### src/muting_defs.vh
`ifndef MUTING_DEFS_VH
`define MUTING_DEFS_VH

// register byte offsets
`define OFS_CONTROL 8'h00
`define OFS_PAIR_A_SKEW 8'h04
`define OFS_PAIR_B_SKEW 8'h08
`define OFS_DURATION 8'h0C
`define OFS_STATUS 8'h10
`define OFS_INPUTS 8'h14

// field positions
`define CTRL_ACTIVATE_BIT 0
`define STAT_MUTING_BIT 16
`define STAT_RELEASE_BIT 17
`define STAT_ERROR_BIT 18
`define STAT_READY_BIT 19

// reset values, limits held in milliseconds
`define RST_CONTROL 32'h00000000
`define RST_PAIR_A_SKEW 32'h000003E8
`define RST_PAIR_B_SKEW 32'h000003E8
`define RST_DURATION 32'h0000EA60

// timing
`define CLK_PERIOD_NS 40
`define MS_NS 1000000
`define MS_CYCLES (`MS_NS / `CLK_PERIOD_NS)
`define SKEW_MAX_S 4
`define DURATION_MAX_MIN 10
`define SKEW_MAX_MS (`SKEW_MAX_S * 1000)
`define DURATION_MAX_MS (`DURATION_MAX_MIN * 60 * 1000)

// diagnostic codes
`define DIAG_IDLE 16'h0000
`define DIAG_FREE 16'h8000
`define DIAG_INIT 16'h8001
`define DIAG_WAIT_RESET 16'h8003
`define DIAG_RESET_INIT 16'hC001
`define DIAG_RESET_WAIT 16'hC002
`define DIAG_LAMP 16'hC003
`define DIAG_PARAM 16'hC005
`define DIAG_DURATION 16'hC006
`define DIAG_SKEW_A 16'hC007
`define DIAG_SKEW_B 16'hC008
`define DIAG_SEQ_HIGH 4'hC
`define DIAG_SEQ_LOW 4'h4
`define SEQ_NO_PERMIT 4'hF

// sequence state codes, index 1 to C
`define DIAG_F_A1 16'h8011
`define DIAG_F_A2 16'h8311
`define DIAG_F_AB 16'h8012
`define DIAG_F_B1 16'h8014
`define DIAG_F_B2 16'h8314
`define DIAG_F_OUT 16'h8021
`define DIAG_B_B1 16'h8122
`define DIAG_B_B2 16'h8422
`define DIAG_B_BA 16'h8121
`define DIAG_B_A1 16'h8114
`define DIAG_B_A2 16'h8414
`define DIAG_B_OUT 16'h8112

`endif

### src/input_sampler.v
`timescale 1ns/1ns
`default_nettype none

module input_sampler #(
  parameter W = 4
) (
  input wire clk,
  input wire rst_n,
  input wire ce,
  input wire [W-1:0] d,
  output reg [W-1:0] level,
  output wire [W-1:0] rise,
  output wire [W-1:0] fall
);
  reg [W-1:0] prev_reg;

  always @(posedge clk or negedge rst_n)
  begin
    if (!rst_n)
    begin
      level <= {W{1'b0}};
      prev_reg <= {W{1'b0}};
    end
    else if (ce)
    begin
      level <= d;
      prev_reg <= level;
    end
  end

  assign rise = level & ~prev_reg;
  assign fall = ~level & prev_reg;
endmodule // input_sampler

`default_nettype wire

### src/ms_timer.v
`timescale 1ns/1ns
`default_nettype none

module ms_timer (
  input wire clk,
  input wire rst_n,
  input wire ce,
  input wire tick,
  input wire run,
  input wire [19:0] limit,
  output wire over
);
  reg [20:0] count_reg;

  // saturates so a stuck run cannot wrap back under the limit
  always @(posedge clk or negedge rst_n)
  begin
    if (!rst_n)
      count_reg <= 21'h000000;
    else if (ce)
    begin
      if (!run)
        count_reg <= 21'h000000;
      else if (tick && !count_reg[20])
        count_reg <= count_reg + 21'h000001;
    end
  end

  assign over = run && (count_reg > {1'b0, limit});
endmodule // ms_timer

`default_nettype wire

### src/parallel_muting_error_handler.v
// Added by the designer: the register offsets and the APB interface to the registers.
`timescale 1ns/1ns
`default_nettype none
`include "muting_defs.vh"

module parallel_muting_error_handler #(
  parameter MS_CYCLES = `MS_CYCLES
) (
  input wire clk,
  input wire rstn,
  input wire ce,
  input wire psel,
  input wire penable,
  input wire pwrite,
  input wire [7:0] paddr,
  input wire [31:0] pwdata,
  output reg [31:0] prdata,
  output reg pready,
  output reg pslverr,
  input wire pair_a_first_sensor,
  input wire pair_a_second_sensor,
  input wire pair_b_first_sensor,
  input wire pair_b_second_sensor,
  input wire muting_permit,
  input wire lamp_health_in,
  input wire reset_in,
  output reg ready,
  output reg error,
  output reg guarded_release_out,
  output reg muting_active_out,
  output reg [15:0] diagnostic_code
);
  localparam ST_IDLE = 3'd0;
  localparam ST_INIT = 3'd1;
  localparam ST_WAIT = 3'd2;
  localparam ST_RUN = 3'd3;
  localparam ST_ERR = 3'd4;

  reg sync1_reg;
  reg rst_n;
  reg [31:0] control_reg;
  reg [31:0] pair_a_skew_limit;
  reg [31:0] pair_b_skew_limit;
  reg [31:0] muting_duration_limit;
  reg [14:0] prescale_reg;
  reg tick_reg;
  reg [2:0] st_reg;
  reg [2:0] st_next;
  reg [3:0] idx_reg;
  reg [3:0] idx_next;
  reg [15:0] code_next;
  reg entry_reg;
  reg entry_next;
  reg [3:0] nidx;
  reg seq_bad;
  reg [3:0] bad_idx;

  wire [6:0] lvl;
  wire [6:0] rise;
  wire [6:0] fall;
  wire sensor_a1_level = lvl[0];
  wire sensor_a2_level = lvl[1];
  wire sensor_b1_level = lvl[2];
  wire sensor_b2_level = lvl[3];
  wire permit = lvl[4];
  wire lamp_ok = lvl[5];
  wire rst_lvl = lvl[6];
  wire ra1 = rise[0];
  wire ra2 = rise[1];
  wire rb1 = rise[2];
  wire rb2 = rise[3];
  wire rst_rise = rise[6];
  wire any_rise = |rise[3:0];
  wire any_a = sensor_a1_level | sensor_a2_level;
  wire any_b = sensor_b1_level | sensor_b2_level;
  wire all4 = sensor_a1_level & sensor_a2_level & sensor_b1_level & sensor_b2_level;
  wire activate = control_reg[`CTRL_ACTIVATE_BIT];
  wire over_dur;
  wire over_a;
  wire over_b;
  wire apb_access = psel && penable && !pready;
  wire wr = apb_access && pwrite;

  // reset released through two flops
  always @(posedge clk or negedge rstn)
  begin
    if (!rstn)
    begin
      sync1_reg <= 1'b0;
      rst_n <= 1'b0;
    end
    else
    begin
      sync1_reg <= 1'b1;
      rst_n <= sync1_reg;
    end
  end

  input_sampler #(.W(7)) u_sampler (
    .clk(clk),
    .rst_n(rst_n),
    .ce(ce),
    .d({reset_in, lamp_health_in, muting_permit, pair_b_second_sensor,
        pair_b_first_sensor, pair_a_second_sensor, pair_a_first_sensor}),
    .level(lvl),
    .rise(rise),
    .fall(fall)
  );

  // parameter range checks, negative shows as the sign bit
  wire skew_a_bad = pair_a_skew_limit[31] || (pair_a_skew_limit > `SKEW_MAX_MS);
  wire skew_b_bad = pair_b_skew_limit[31] || (pair_b_skew_limit > `SKEW_MAX_MS);
  wire dur_bad = muting_duration_limit[31] ||
    (muting_duration_limit > `DURATION_MAX_MS);
  wire param_bad = skew_a_bad || skew_b_bad || dur_bad;

  // millisecond tick for the timers
  always @(posedge clk or negedge rst_n)
  begin
    if (!rst_n)
    begin
      prescale_reg <= 15'h0000;
      tick_reg <= 1'b0;
    end
    else if (ce)
    begin
      tick_reg <= (prescale_reg == MS_CYCLES[14:0] - 15'h0001);
      if (prescale_reg == MS_CYCLES[14:0] - 15'h0001)
        prescale_reg <= 15'h0000;
      else
        prescale_reg <= prescale_reg + 15'h0001;
    end
  end

  wire running = (st_reg == ST_RUN);
  wire mut_now = running && (idx_reg != 4'h0);
  wire run_a = running && (idx_reg == 4'h1 || idx_reg == 4'h2 ||
    idx_reg == 4'hA || idx_reg == 4'hB);
  wire run_b = running && (idx_reg == 4'h4 || idx_reg == 4'h5 ||
    idx_reg == 4'h7 || idx_reg == 4'h8);

  ms_timer u_dur (
    .clk(clk),
    .rst_n(rst_n),
    .ce(ce),
    .tick(tick_reg),
    .run(mut_now),
    .limit(muting_duration_limit[19:0]),
    .over(over_dur)
  );

  ms_timer u_skew_a (
    .clk(clk),
    .rst_n(rst_n),
    .ce(ce),
    .tick(tick_reg),
    .run(run_a),
    .limit(pair_a_skew_limit[19:0]),
    .over(over_a)
  );

  ms_timer u_skew_b (
    .clk(clk),
    .rst_n(rst_n),
    .ce(ce),
    .tick(tick_reg),
    .run(run_b),
    .limit(pair_b_skew_limit[19:0]),
    .over(over_b)
  );

  function [15:0] state_code;
    input [3:0] i;
    begin
      case (i)
        4'h1: state_code = `DIAG_F_A1;
        4'h2: state_code = `DIAG_F_A2;
        4'h3: state_code = `DIAG_F_AB;
        4'h4: state_code = `DIAG_F_B1;
        4'h5: state_code = `DIAG_F_B2;
        4'h6: state_code = `DIAG_F_OUT;
        4'h7: state_code = `DIAG_B_B1;
        4'h8: state_code = `DIAG_B_B2;
        4'h9: state_code = `DIAG_B_BA;
        4'hA: state_code = `DIAG_B_A1;
        4'hB: state_code = `DIAG_B_A2;
        4'hC: state_code = `DIAG_B_OUT;
        default: state_code = `DIAG_FREE;
      endcase
    end
  endfunction

  // sequence supervision: next index and illegal-order check
  always @*
  begin
    nidx = idx_reg;
    seq_bad = 1'b0;
    bad_idx = idx_reg;
    case (idx_reg)
      4'h0:
      begin
        if (any_rise && !permit)
        begin
          seq_bad = 1'b1;
          bad_idx = `SEQ_NO_PERMIT;
        end
        else if ((any_a && any_b) ||
          (ra1 && sensor_a2_level && !ra2) || (ra2 && sensor_a1_level && !ra1) ||
          (rb1 && sensor_b2_level && !rb2) || (rb2 && sensor_b1_level && !rb1) ||
          (sensor_a1_level && !ra1 && sensor_a2_level && !ra2) ||
          (sensor_b1_level && !rb1 && sensor_b2_level && !rb2))
          seq_bad = 1'b1;
        else if (ra1 && ra2)
          nidx = 4'h3;
        else if (ra1)
          nidx = 4'h1;
        else if (ra2)
          nidx = 4'h2;
        else if (rb1 && rb2)
          nidx = 4'h9;
        else if (rb1)
          nidx = 4'h7;
        else if (rb2)
          nidx = 4'h8;
      end
      4'h1:
        if (!permit || !sensor_a1_level || any_b)
          seq_bad = 1'b1;
        else if (sensor_a2_level)
          nidx = 4'h3;
      4'h2:
        if (!permit || !sensor_a2_level || any_b)
          seq_bad = 1'b1;
        else if (sensor_a1_level)
          nidx = 4'h3;
      4'h3:
        if (!sensor_a1_level || !sensor_a2_level)
          seq_bad = 1'b1;
        else if (all4)
          nidx = 4'h6;
        else if (rb1 && !sensor_b2_level)
          nidx = 4'h4;
        else if (rb2 && !sensor_b1_level)
          nidx = 4'h5;
      4'h4:
        if (!sensor_a1_level || !sensor_a2_level || !sensor_b1_level)
          seq_bad = 1'b1;
        else if (sensor_b2_level)
          nidx = 4'h6;
      4'h5:
        if (!sensor_a1_level || !sensor_a2_level || !sensor_b2_level)
          seq_bad = 1'b1;
        else if (sensor_b1_level)
          nidx = 4'h6;
      4'h6:
        if (any_rise)
          seq_bad = 1'b1;
        else if (!any_a && (fall[2] || fall[3]))
          nidx = 4'h0;
      4'h7:
        if (!permit || any_a || !sensor_b1_level)
          seq_bad = 1'b1;
        else if (sensor_b2_level)
          nidx = 4'h9;
      4'h8:
        if (!permit || any_a || !sensor_b2_level)
          seq_bad = 1'b1;
        else if (sensor_b1_level)
          nidx = 4'h9;
      4'h9:
        if (!sensor_b1_level || !sensor_b2_level)
          seq_bad = 1'b1;
        else if (all4)
          nidx = 4'hC;
        else if (ra1 && !sensor_a2_level)
          nidx = 4'hA;
        else if (ra2 && !sensor_a1_level)
          nidx = 4'hB;
      4'hA:
        if (!sensor_b1_level || !sensor_b2_level || !sensor_a1_level)
          seq_bad = 1'b1;
        else if (sensor_a2_level)
          nidx = 4'hC;
      4'hB:
        if (!sensor_b1_level || !sensor_b2_level || !sensor_a2_level)
          seq_bad = 1'b1;
        else if (sensor_a1_level)
          nidx = 4'hC;
      4'hC:
        if (any_rise)
          seq_bad = 1'b1;
        else if (!any_b && (fall[0] || fall[1]))
          nidx = 4'h0;
      default:
        seq_bad = 1'b1;
    endcase
  end

  // a latched error leaves for wait only once every cause is gone; clearing activate sends it to idle at once
  wire cause_clear = !param_bad && lamp_ok && !any_a && !any_b && !rst_lvl;

  always @*
  begin
    st_next = st_reg;
    idx_next = idx_reg;
    code_next = diagnostic_code;
    entry_next = 1'b0;
    case (st_reg)
      ST_IDLE:
      begin
        st_next = ST_INIT;
        entry_next = 1'b1;
        code_next = `DIAG_INIT;
      end
      ST_INIT, ST_WAIT:
      begin
        if (param_bad)
        begin
          st_next = ST_ERR;
          code_next = `DIAG_PARAM;
        end
        else if (entry_reg && rst_lvl && !rst_rise)
        begin
          st_next = ST_ERR;
          code_next = (st_reg == ST_INIT) ? `DIAG_RESET_INIT : `DIAG_RESET_WAIT;
        end
        else if (rst_rise)
        begin
          st_next = ST_RUN;
          idx_next = 4'h0;
          code_next = `DIAG_FREE;
        end
      end
      ST_RUN:
      begin
        st_next = ST_ERR;
        if (param_bad)
          code_next = `DIAG_PARAM;
        else if (seq_bad)
          code_next = {`DIAG_SEQ_HIGH, bad_idx, sensor_b2_level, sensor_b1_level,
            sensor_a2_level, sensor_a1_level, `DIAG_SEQ_LOW};
        else if (over_dur)
          code_next = `DIAG_DURATION;
        else if (over_a)
          code_next = `DIAG_SKEW_A;
        else if (over_b)
          code_next = `DIAG_SKEW_B;
        else if (mut_now && !lamp_ok)
          code_next = `DIAG_LAMP;
        else
        begin
          st_next = ST_RUN;
          idx_next = nidx;
          code_next = state_code(nidx);
        end
      end
      ST_ERR:
        if (cause_clear)
        begin
          st_next = ST_WAIT;
          entry_next = 1'b1;
          code_next = `DIAG_WAIT_RESET;
        end
      default:
        st_next = ST_IDLE;
    endcase
    if (!activate)
    begin
      st_next = ST_IDLE;
      idx_next = 4'h0;
      code_next = `DIAG_IDLE;
      entry_next = 1'b0;
    end
  end

  always @(posedge clk or negedge rst_n)
  begin
    if (!rst_n)
    begin
      st_reg <= ST_IDLE;
      idx_reg <= 4'h0;
      entry_reg <= 1'b0;
      diagnostic_code <= `DIAG_IDLE;
      ready <= 1'b0;
      error <= 1'b0;
      guarded_release_out <= 1'b0;
      muting_active_out <= 1'b0;
    end
    else if (ce)
    begin
      st_reg <= st_next;
      idx_reg <= idx_next;
      entry_reg <= entry_next;
      diagnostic_code <= code_next;
      ready <= (st_next != ST_IDLE);
      error <= (st_next == ST_ERR);
      guarded_release_out <= (st_next == ST_RUN);
      muting_active_out <= (st_next == ST_RUN) && (idx_next != 4'h0);
    end
  end

  // apb slave, answers in the cycle after the access phase opens
  always @(posedge clk or negedge rst_n)
  begin
    if (!rst_n)
    begin
      control_reg <= `RST_CONTROL;
      pair_a_skew_limit <= `RST_PAIR_A_SKEW;
      pair_b_skew_limit <= `RST_PAIR_B_SKEW;
      muting_duration_limit <= `RST_DURATION;
      prdata <= 32'h00000000;
      pready <= 1'b0;
      pslverr <= 1'b0;
    end
    else if (ce)
    begin
      pready <= apb_access;
      pslverr <= 1'b0;
      prdata <= 32'h00000000;
      if (apb_access)
      begin
        case (paddr)
          `OFS_CONTROL:
          begin
            if (wr)
              control_reg <= {31'h00000000, pwdata[`CTRL_ACTIVATE_BIT]};
            prdata <= control_reg;
          end
          `OFS_PAIR_A_SKEW:
          begin
            if (wr)
              pair_a_skew_limit <= pwdata;
            prdata <= pair_a_skew_limit;
          end
          `OFS_PAIR_B_SKEW:
          begin
            if (wr)
              pair_b_skew_limit <= pwdata;
            prdata <= pair_b_skew_limit;
          end
          `OFS_DURATION:
          begin
            if (wr)
              muting_duration_limit <= pwdata;
            prdata <= muting_duration_limit;
          end
          `OFS_STATUS:
            prdata <= {12'h000, ready, error, guarded_release_out, muting_active_out,
              diagnostic_code};
          `OFS_INPUTS:
            prdata <= {25'h0000000, lvl};
          default:
            pslverr <= 1'b1;
        endcase
      end
    end
  end
endmodule // parallel_muting_error_handler

`default_nettype wire

### config.mk
export PLATFORM = sky130hd
export DESIGN_NAME = parallel_muting_error_handler
export DESIGN_NICKNAME = d
export VERILOG_FILES = /design/src/input_sampler.v /design/src/ms_timer.v /design/src/parallel_muting_error_handler.v
export VERILOG_INCLUDE_DIRS = /design/src
export SDC_FILE = /design/constraint.sdc
export NUM_CORES = 1
export LEC_CHECK = 0
export BUFFER_PORTS_ARGS = -buffer_cell sky130_fd_sc_hd__buf_2
export CORE_MARGIN = 2
export CORE_UTILIZATION = 43
export DETAILED_ROUTE_END_ITERATION = 8
export RECOVER_POWER = 100
export SETUP_SLACK_MARGIN = 0.2
export SYNTH_ARGS = -nofsm -noshare
export SYNTH_HDL_FRONTEND = slang
export SYNTH_SLANG_ARGS = --single-unit
### constraint.sdc
create_clock -name clk -period 11.7 [get_ports clk]
set_clock_uncertainty 0.15 [all_clocks]
set_input_delay 2.925 -clock clk [delete_from_list [all_inputs] [get_ports clk]]
set_output_delay 2.925 -clock clk [all_outputs]
set_load 0.03 [all_outputs]
==> flow_summary.toml, run 1 <==
[cts]
cts_resized = 0
clock_latency_ns = 0.56
cts-root-buf = "clkbuf_16"
clkTransAtPathRegs_ns = 0.06
cts_buffers = 30
hold_buffers = 0
post-cts-setup-buffers = 0
h-tree-depth = 1
cts_buffer_depth = 3
cts_tree = "built"
cts_sinks = 250

[routing]
routed_wl_microns = 40200
first_pass_iters = 5
vias = 11559
wl_met2_microns = 18300
wl_per_cell_microns = 20.3
wl_met3_microns = 2270
drtAntennaViolNets = 0
drt-vias-per-instance = 5.83
drt-met1-wl_microns = 18600
top_layer = "met4"
drtIter0Drc = 991
drc = 0

[place]
place_congestion = 0.907
dpl.hpwl_microns = 29200
port_buffers = 104

[global_route]
grt_pass1_vias = 11093
grt_pass1_wl_microns = 63500
grt_max_degree = 163
grt-ovfl-total = 0
grt.total_usage = 0.239
antenna_found_initial = 0

[status]
outcome = "finished, violations left"
violations = "capacitance limit, slew limit"

[finish]
utilization = 0.487
num_antenna_cells = 0
layout-drive-gt1-share = 0.141
nets = 1640
synthToLayoutAreaGrowth_pct = 12.2

[hold_path]
hold_class = "register to register"
holdPathStages = 0

[sta]
fmax_mhz = 120
finalHoldViolations = 0
slew_headroom = -0.793
holdWs_ns = 0.204
worst_pin_slew_ns = 2.69
min_period_ns = 8.33
period_share = 0.712
setup_viol = 0
final.setup.tns_ns = 0
rsz0062_at_grt = "no"
slew_viol_final = 184

[synthesis]
yosysSeqAreaShare = 0.448
async_flop_share = 1.00
synthCells = 1446
yosysWarnings = 0
synthFlopType = "dfrtp_1"
synth-edff-count = 0
ys_ff_latch = 250
yosysUniqueCellTypes = 77
synth_area_sq_um = 14000
syn_avg_cell_area_sq_um = 9.69

[floorplan]
coreArea_sq_um = 32300
die_h_microns = 185
row_count = 66
die_area_sq_um = 34100
io-pin-count = 107
die_width_microns = 185
initial_core_util = 0.434

[power_and_ir_drop]
powerDensity_nw_per_um2 = 123
power_mw = 1.94
p_leak_nw = 7.28
ir_drop_mv = 0.108

[setup_path]
crit_required_ns = 11.98
path_class = "primary input to register"
rr_worst_depth = 10
end_kind = "register"
critPathMaxFanout = 48
crit_path_start_kind = "primary input"
worstPathArrival_ns = 8.61

[job]
cap_violations = 4
-- per-stage QoR --
step | instances | setup slack, ns | cell area (sq um)
3_3_place_gp | 1928 | 5.29 | 14900
4_1_cts | 1984 | 5.77 | 15800
2_1_floorplan | 1447 | 4.10 | 14000
5_1_grt | 1984 | 2.75 | 15700
3_5_place_dp | 1928 | 5.16 | 14900
6_report | 1984 | 3.37 | 15700
-- cells in the mapped netlist, types with 6 or more instances --
cell / count / area share
nor4_1: 25 / 0.011
xnor2_1: 14 / 0.0087
buf_1: 7 / 0.0019
a22o_1: 19 / 0.012
a222oi_1: 9 / 0.0064
nor2b_1: 14 / 0.0062
xor2_1: 39 / 0.024
nand4_1: 35 / 0.016
and2_1: 12 / 0.0054
inv_1: 81 / 0.022
and4_1: 8 / 0.0050
nand2b_1: 15 / 0.0067
a31oi_1: 9 / 0.0040
and3_1: 19 / 0.0085
o21a_1: 6 / 0.0032
a21oi_1: 66 / 0.024
a21o_1: 27 / 0.014
a211oi_1: 6 / 0.0032
mux2_2: 82 / 0.066
nor2_1: 107 / 0.029
dfstp_2: 19 / 0.036
dfrtp_1: 231 / 0.41
buf_2: 9 / 0.0032
o211ai_1: 11 / 0.0059
a211o_1: 7 / 0.0044
nor3_1: 25 / 0.0089
nand2_1: 129 / 0.035
a221oi_1: 10 / 0.0062
nand3_1: 42 / 0.015
o2bb2ai_1: 25 / 0.016
a22oi_1: 24 / 0.013
clkbuf_1: 53 / 0.014
nand3b_1: 7 / 0.0037
or3_1: 13 / 0.0058
ha_1: 69 / 0.062
o21ai_0: 88 / 0.031
or4_1: 6 / 0.0032
-- routing by layer --
layer,vias to the layer above,track usage
met4,0,0.0650
li1,5410,-
met5,-,0
met1,5705,0.345
met3,57,0.0281
met2,387,0.381
-- critical path: stages --
cell	delay (ns)
buf_2	0.08
clkbuf_1	1.56
inv_1	1.50
nor3_1	1.02
nand3_2	0.91
mux2_2	0.57
-- layout by cell type, fill, tap and decap left out, types with 6 or more instances in the layout --
cell       synthesis  layout
dfrtp_1          231     231
nand2_1          129     129
nor2_1           107     107
o21ai_0           88      90
inv_1             81      82
mux2_2            82      82
ha_1              69      69
clkbuf_1          53      68
a21oi_1           66      66
buf_2              9      51
nand3_1           42      41
xor2_1            39      39
nand4_1           35      35
clkbuf_16          0      31
a21o_1            27      27
o2bb2ai_1         25      25
nor4_1            25      25
nor3_1            25      25
a22oi_1           24      24
a22o_1            19      19
dfstp_2           19      19
and3_1            19      17
nand2b_1          15      15
nor2b_1           14      14
xnor2_1           14      14
or3_1             13      13
and2_1            12      12
o211ai_1          11      11
a221oi_1          10      10
clkinv_2           0      10
a31oi_1            9       9
a222oi_1           9       9
and4_1             8       8
nand3b_1           7       7
a211o_1            7       7
or4_1              6       6
a211oi_1           6       6
o21a_1             6       6
-- report_power, final --
| part | switching, mW | internal (mW) | total (mW) |
|---|---|---|---|
| sequential | 0.0333 | 0.883 | 0.917 |
| clock | 0.363 | 0.525 | 0.888 |
| combinational | 0.0876 | 0.0489 | 0.137 |
-- area by class of cell --
cell class,instances,area (sq um)
Timing Repair Buffer,111,504
Multi-Input combinational cell,1042,7140
Clock buffer,45,858
Fill cell,3057,16600
Sequential cell,250,6280
Inverter,83,312
Clock inverter,11,80.1
Tap cell,442,553
-- path summary, 6_finish.rpt --
path / from / to / slack [ns]
setup / recovery: ce / muting_duration_limit[30] / 3.37
hold / removal: sync1_reg / rst_n / 0.20
setup reg to reg: pair_a_skew_limit[17] / diagnostic_code[0] / 7.28
hold reg to reg: sync1_reg / rst_n / 0.20
max in group asynchronous: rst_n / prdata[23] / 7.63
min in group asynchronous: rst_n / u_skew_b.count_reg[20] / 0.53
-- logic make-up after synthesis --
logic type	synth area share
flip-flops	0.448
multiplexers	0.0721
buffers and inverters	0.0434
XOR/XNOR	0.0331
AO/OA/AOI/OAI	0.167
adder cells (fa/ha/maj)	0.0623
AND/OR/NAND/NOR	0.174
other	0.000536
Power figures use the tool's default switching activity.
==> run 2: changes to the inputs <==
clock period = 7.42 ns   (was 11.7 ns; I/O delays follow)
==> run 2 against run 1 <==
The flow still finishes with violations (capacitance limit, slew limit). Largest cell class unchanged. Utilization hardly changed. Die area stayed put. Non-clock buffer count is 1 higher. Sequential power is 58% higher. Worst hold slack worse by 0.0021 ns.
==> flow_summary.toml, run 2 (synthesis gave the netlist of run 1 again) <==
[routing]
routed_wl_microns = 41200
wl_per_cell_microns = 20.8
drtAntennaViolNets = 0
drc = 0
first_pass_iters = 6
vias = 11618
drtIter0Drc = 1098
drt-vias-per-instance = 5.86

[global_route]
antenna_found_initial = 0
grt.total_usage = 0.244
grt_pass1_wl_microns = 64300
grt_max_degree = 139
grt_pass1_vias = 11041
grt-ovfl-total = 0

[finish]
synthToLayoutAreaGrowth_pct = 12.2
layout-drive-gt1-share = 0.140
num_antenna_cells = 0
nets = 1639
final_cell_mix = "dfrtp_1, nand2_1, nor2_1"
final_common_cell = "dfrtp_1"
fillers = 3043

[status]
outcome = "finished, violations left"
violations = "capacitance limit, slew limit"

[floorplan]
io-pin-count = 107
coreArea_sq_um = 32300
initial_core_util = 0.434
die_h_microns = 185
die_width_microns = 185
die_area_sq_um = 34100
row_count = 66

[power_and_ir_drop]
ir_drop_mv = 0.161
powerDensity_nw_per_um2 = 197
p_leak_nw = 7.28

[cts]
cts_tree = "built"
cts-root-buf = "clkbuf_16"
h-tree-depth = 1
clkTransAtPathRegs_ns = 0.06
cts_buffer_depth = 3
cts_resized = 0
hold_buffers = 0
cts_sinks = 250
post-cts-setup-buffers = 0
cts_buffers = 28
clock_latency_ns = 0.57

[sta]
final.setup.tns_ns = 0
period_share = 0.705
worst_pin_slew_ns = 2.89
holdWs_ns = 0.202
setup_viol = 0
slew_viol_final = 336
slew_headroom = -0.925
min_period_ns = 5.23
rsz0062_at_grt = "no"
finalHoldViolations = 0
fmax_mhz = 191

[setup_path]
crit_path_start_kind = "primary input"
crit_chain = "clkbuf_1 -> clkinv_1 -> nor3_1 -> nand3_1 -> mux2_2"
critPathMaxFanout = 32
worstPathArrival_ns = 5.51
critPathSlowestCell = "nand3_1"
crit_required_ns = 7.70
end_kind = "register"
path_class = "primary input to register"
max_stage_delay_ns = 1.33
r2r_slack_ns = 2.51

[hold_path]
hold_class = "register to register"

[place]
dpl.hpwl_microns = 30000
place_congestion = 0.923
port_buffers = 104

[job]
cap_violations = 8
==> run 2: path summary, 6_finish.rpt <==
kind                                        from                       end  cells after the start
setup / recovery                              ce  muting_duration_limit[4]                      5
hold / removal                         sync1_reg                     rst_n                      0
setup reg to reg           pair_a_skew_limit[18]                idx_reg[3]                     10
hold reg to reg                        sync1_reg                     rst_n                      0
max in group asynchronous                  rst_n                prdata[23]                      1
min in group asynchronous                  rst_n    u_skew_b.count_reg[10]                      0
==> run 2: stage by stage <==
| step | util | setup slack (ns) | power (mW) | cell area (sq um) | instances |
|---|---|---|---|---|---|
| final | 0.487 | 2.19 | 3.10 | 15700 | 1981 |
| after CTS | 0.491 | 2.96 | 3.13 | 15800 | 1981 |
| after detailed placement | 0.461 | 2.42 | 1.69 | 14900 | 1929 |
| after global placement | 0.461 | 2.48 | 1.68 | 14900 | 1929 |
| after floorplan | - | 3.18 | 1.60 | 14000 | 1447 |
| after global routing | 0.487 | 1.60 | 3.22 | 15700 | 1981 |
==> run 2: final cells by class <==
class,count,area [sq um],area share
repair buffers,112,507,0.0322
clock buffers,42,853,0.0542
clock inverters,10,111,0.00708
multi-input cells,1042,7120,0.452
well taps,442,553,0.0351
inverters,83,312,0.0198
flip-flops and latches,250,6280,0.399
==> run 2: layer usage <==
metal,wire (microns),vias up,global-route usage
met5,0,-,0
met4,1190,0,0.0758
met3,2220,70,0.0271
met2,18300,391,0.375
met1,19500,5769,0.359
li1,-,5388,-
==> run 2: report_power, final <==
group	internal (mW)	switching (mW)
clock	0.861	0.579
combinational	0.0763	0.136
sequential	1.39	0.0548
==> run 2: critical path, delay by kind of cell <==
| family | cells | cell delay (ns) |
|---|---|---|
| buffers and inverters | 2 | 0.90 |
| muxes | 1 | 0.72 |
| and+or+nand+nor | 2 | 2.02 |
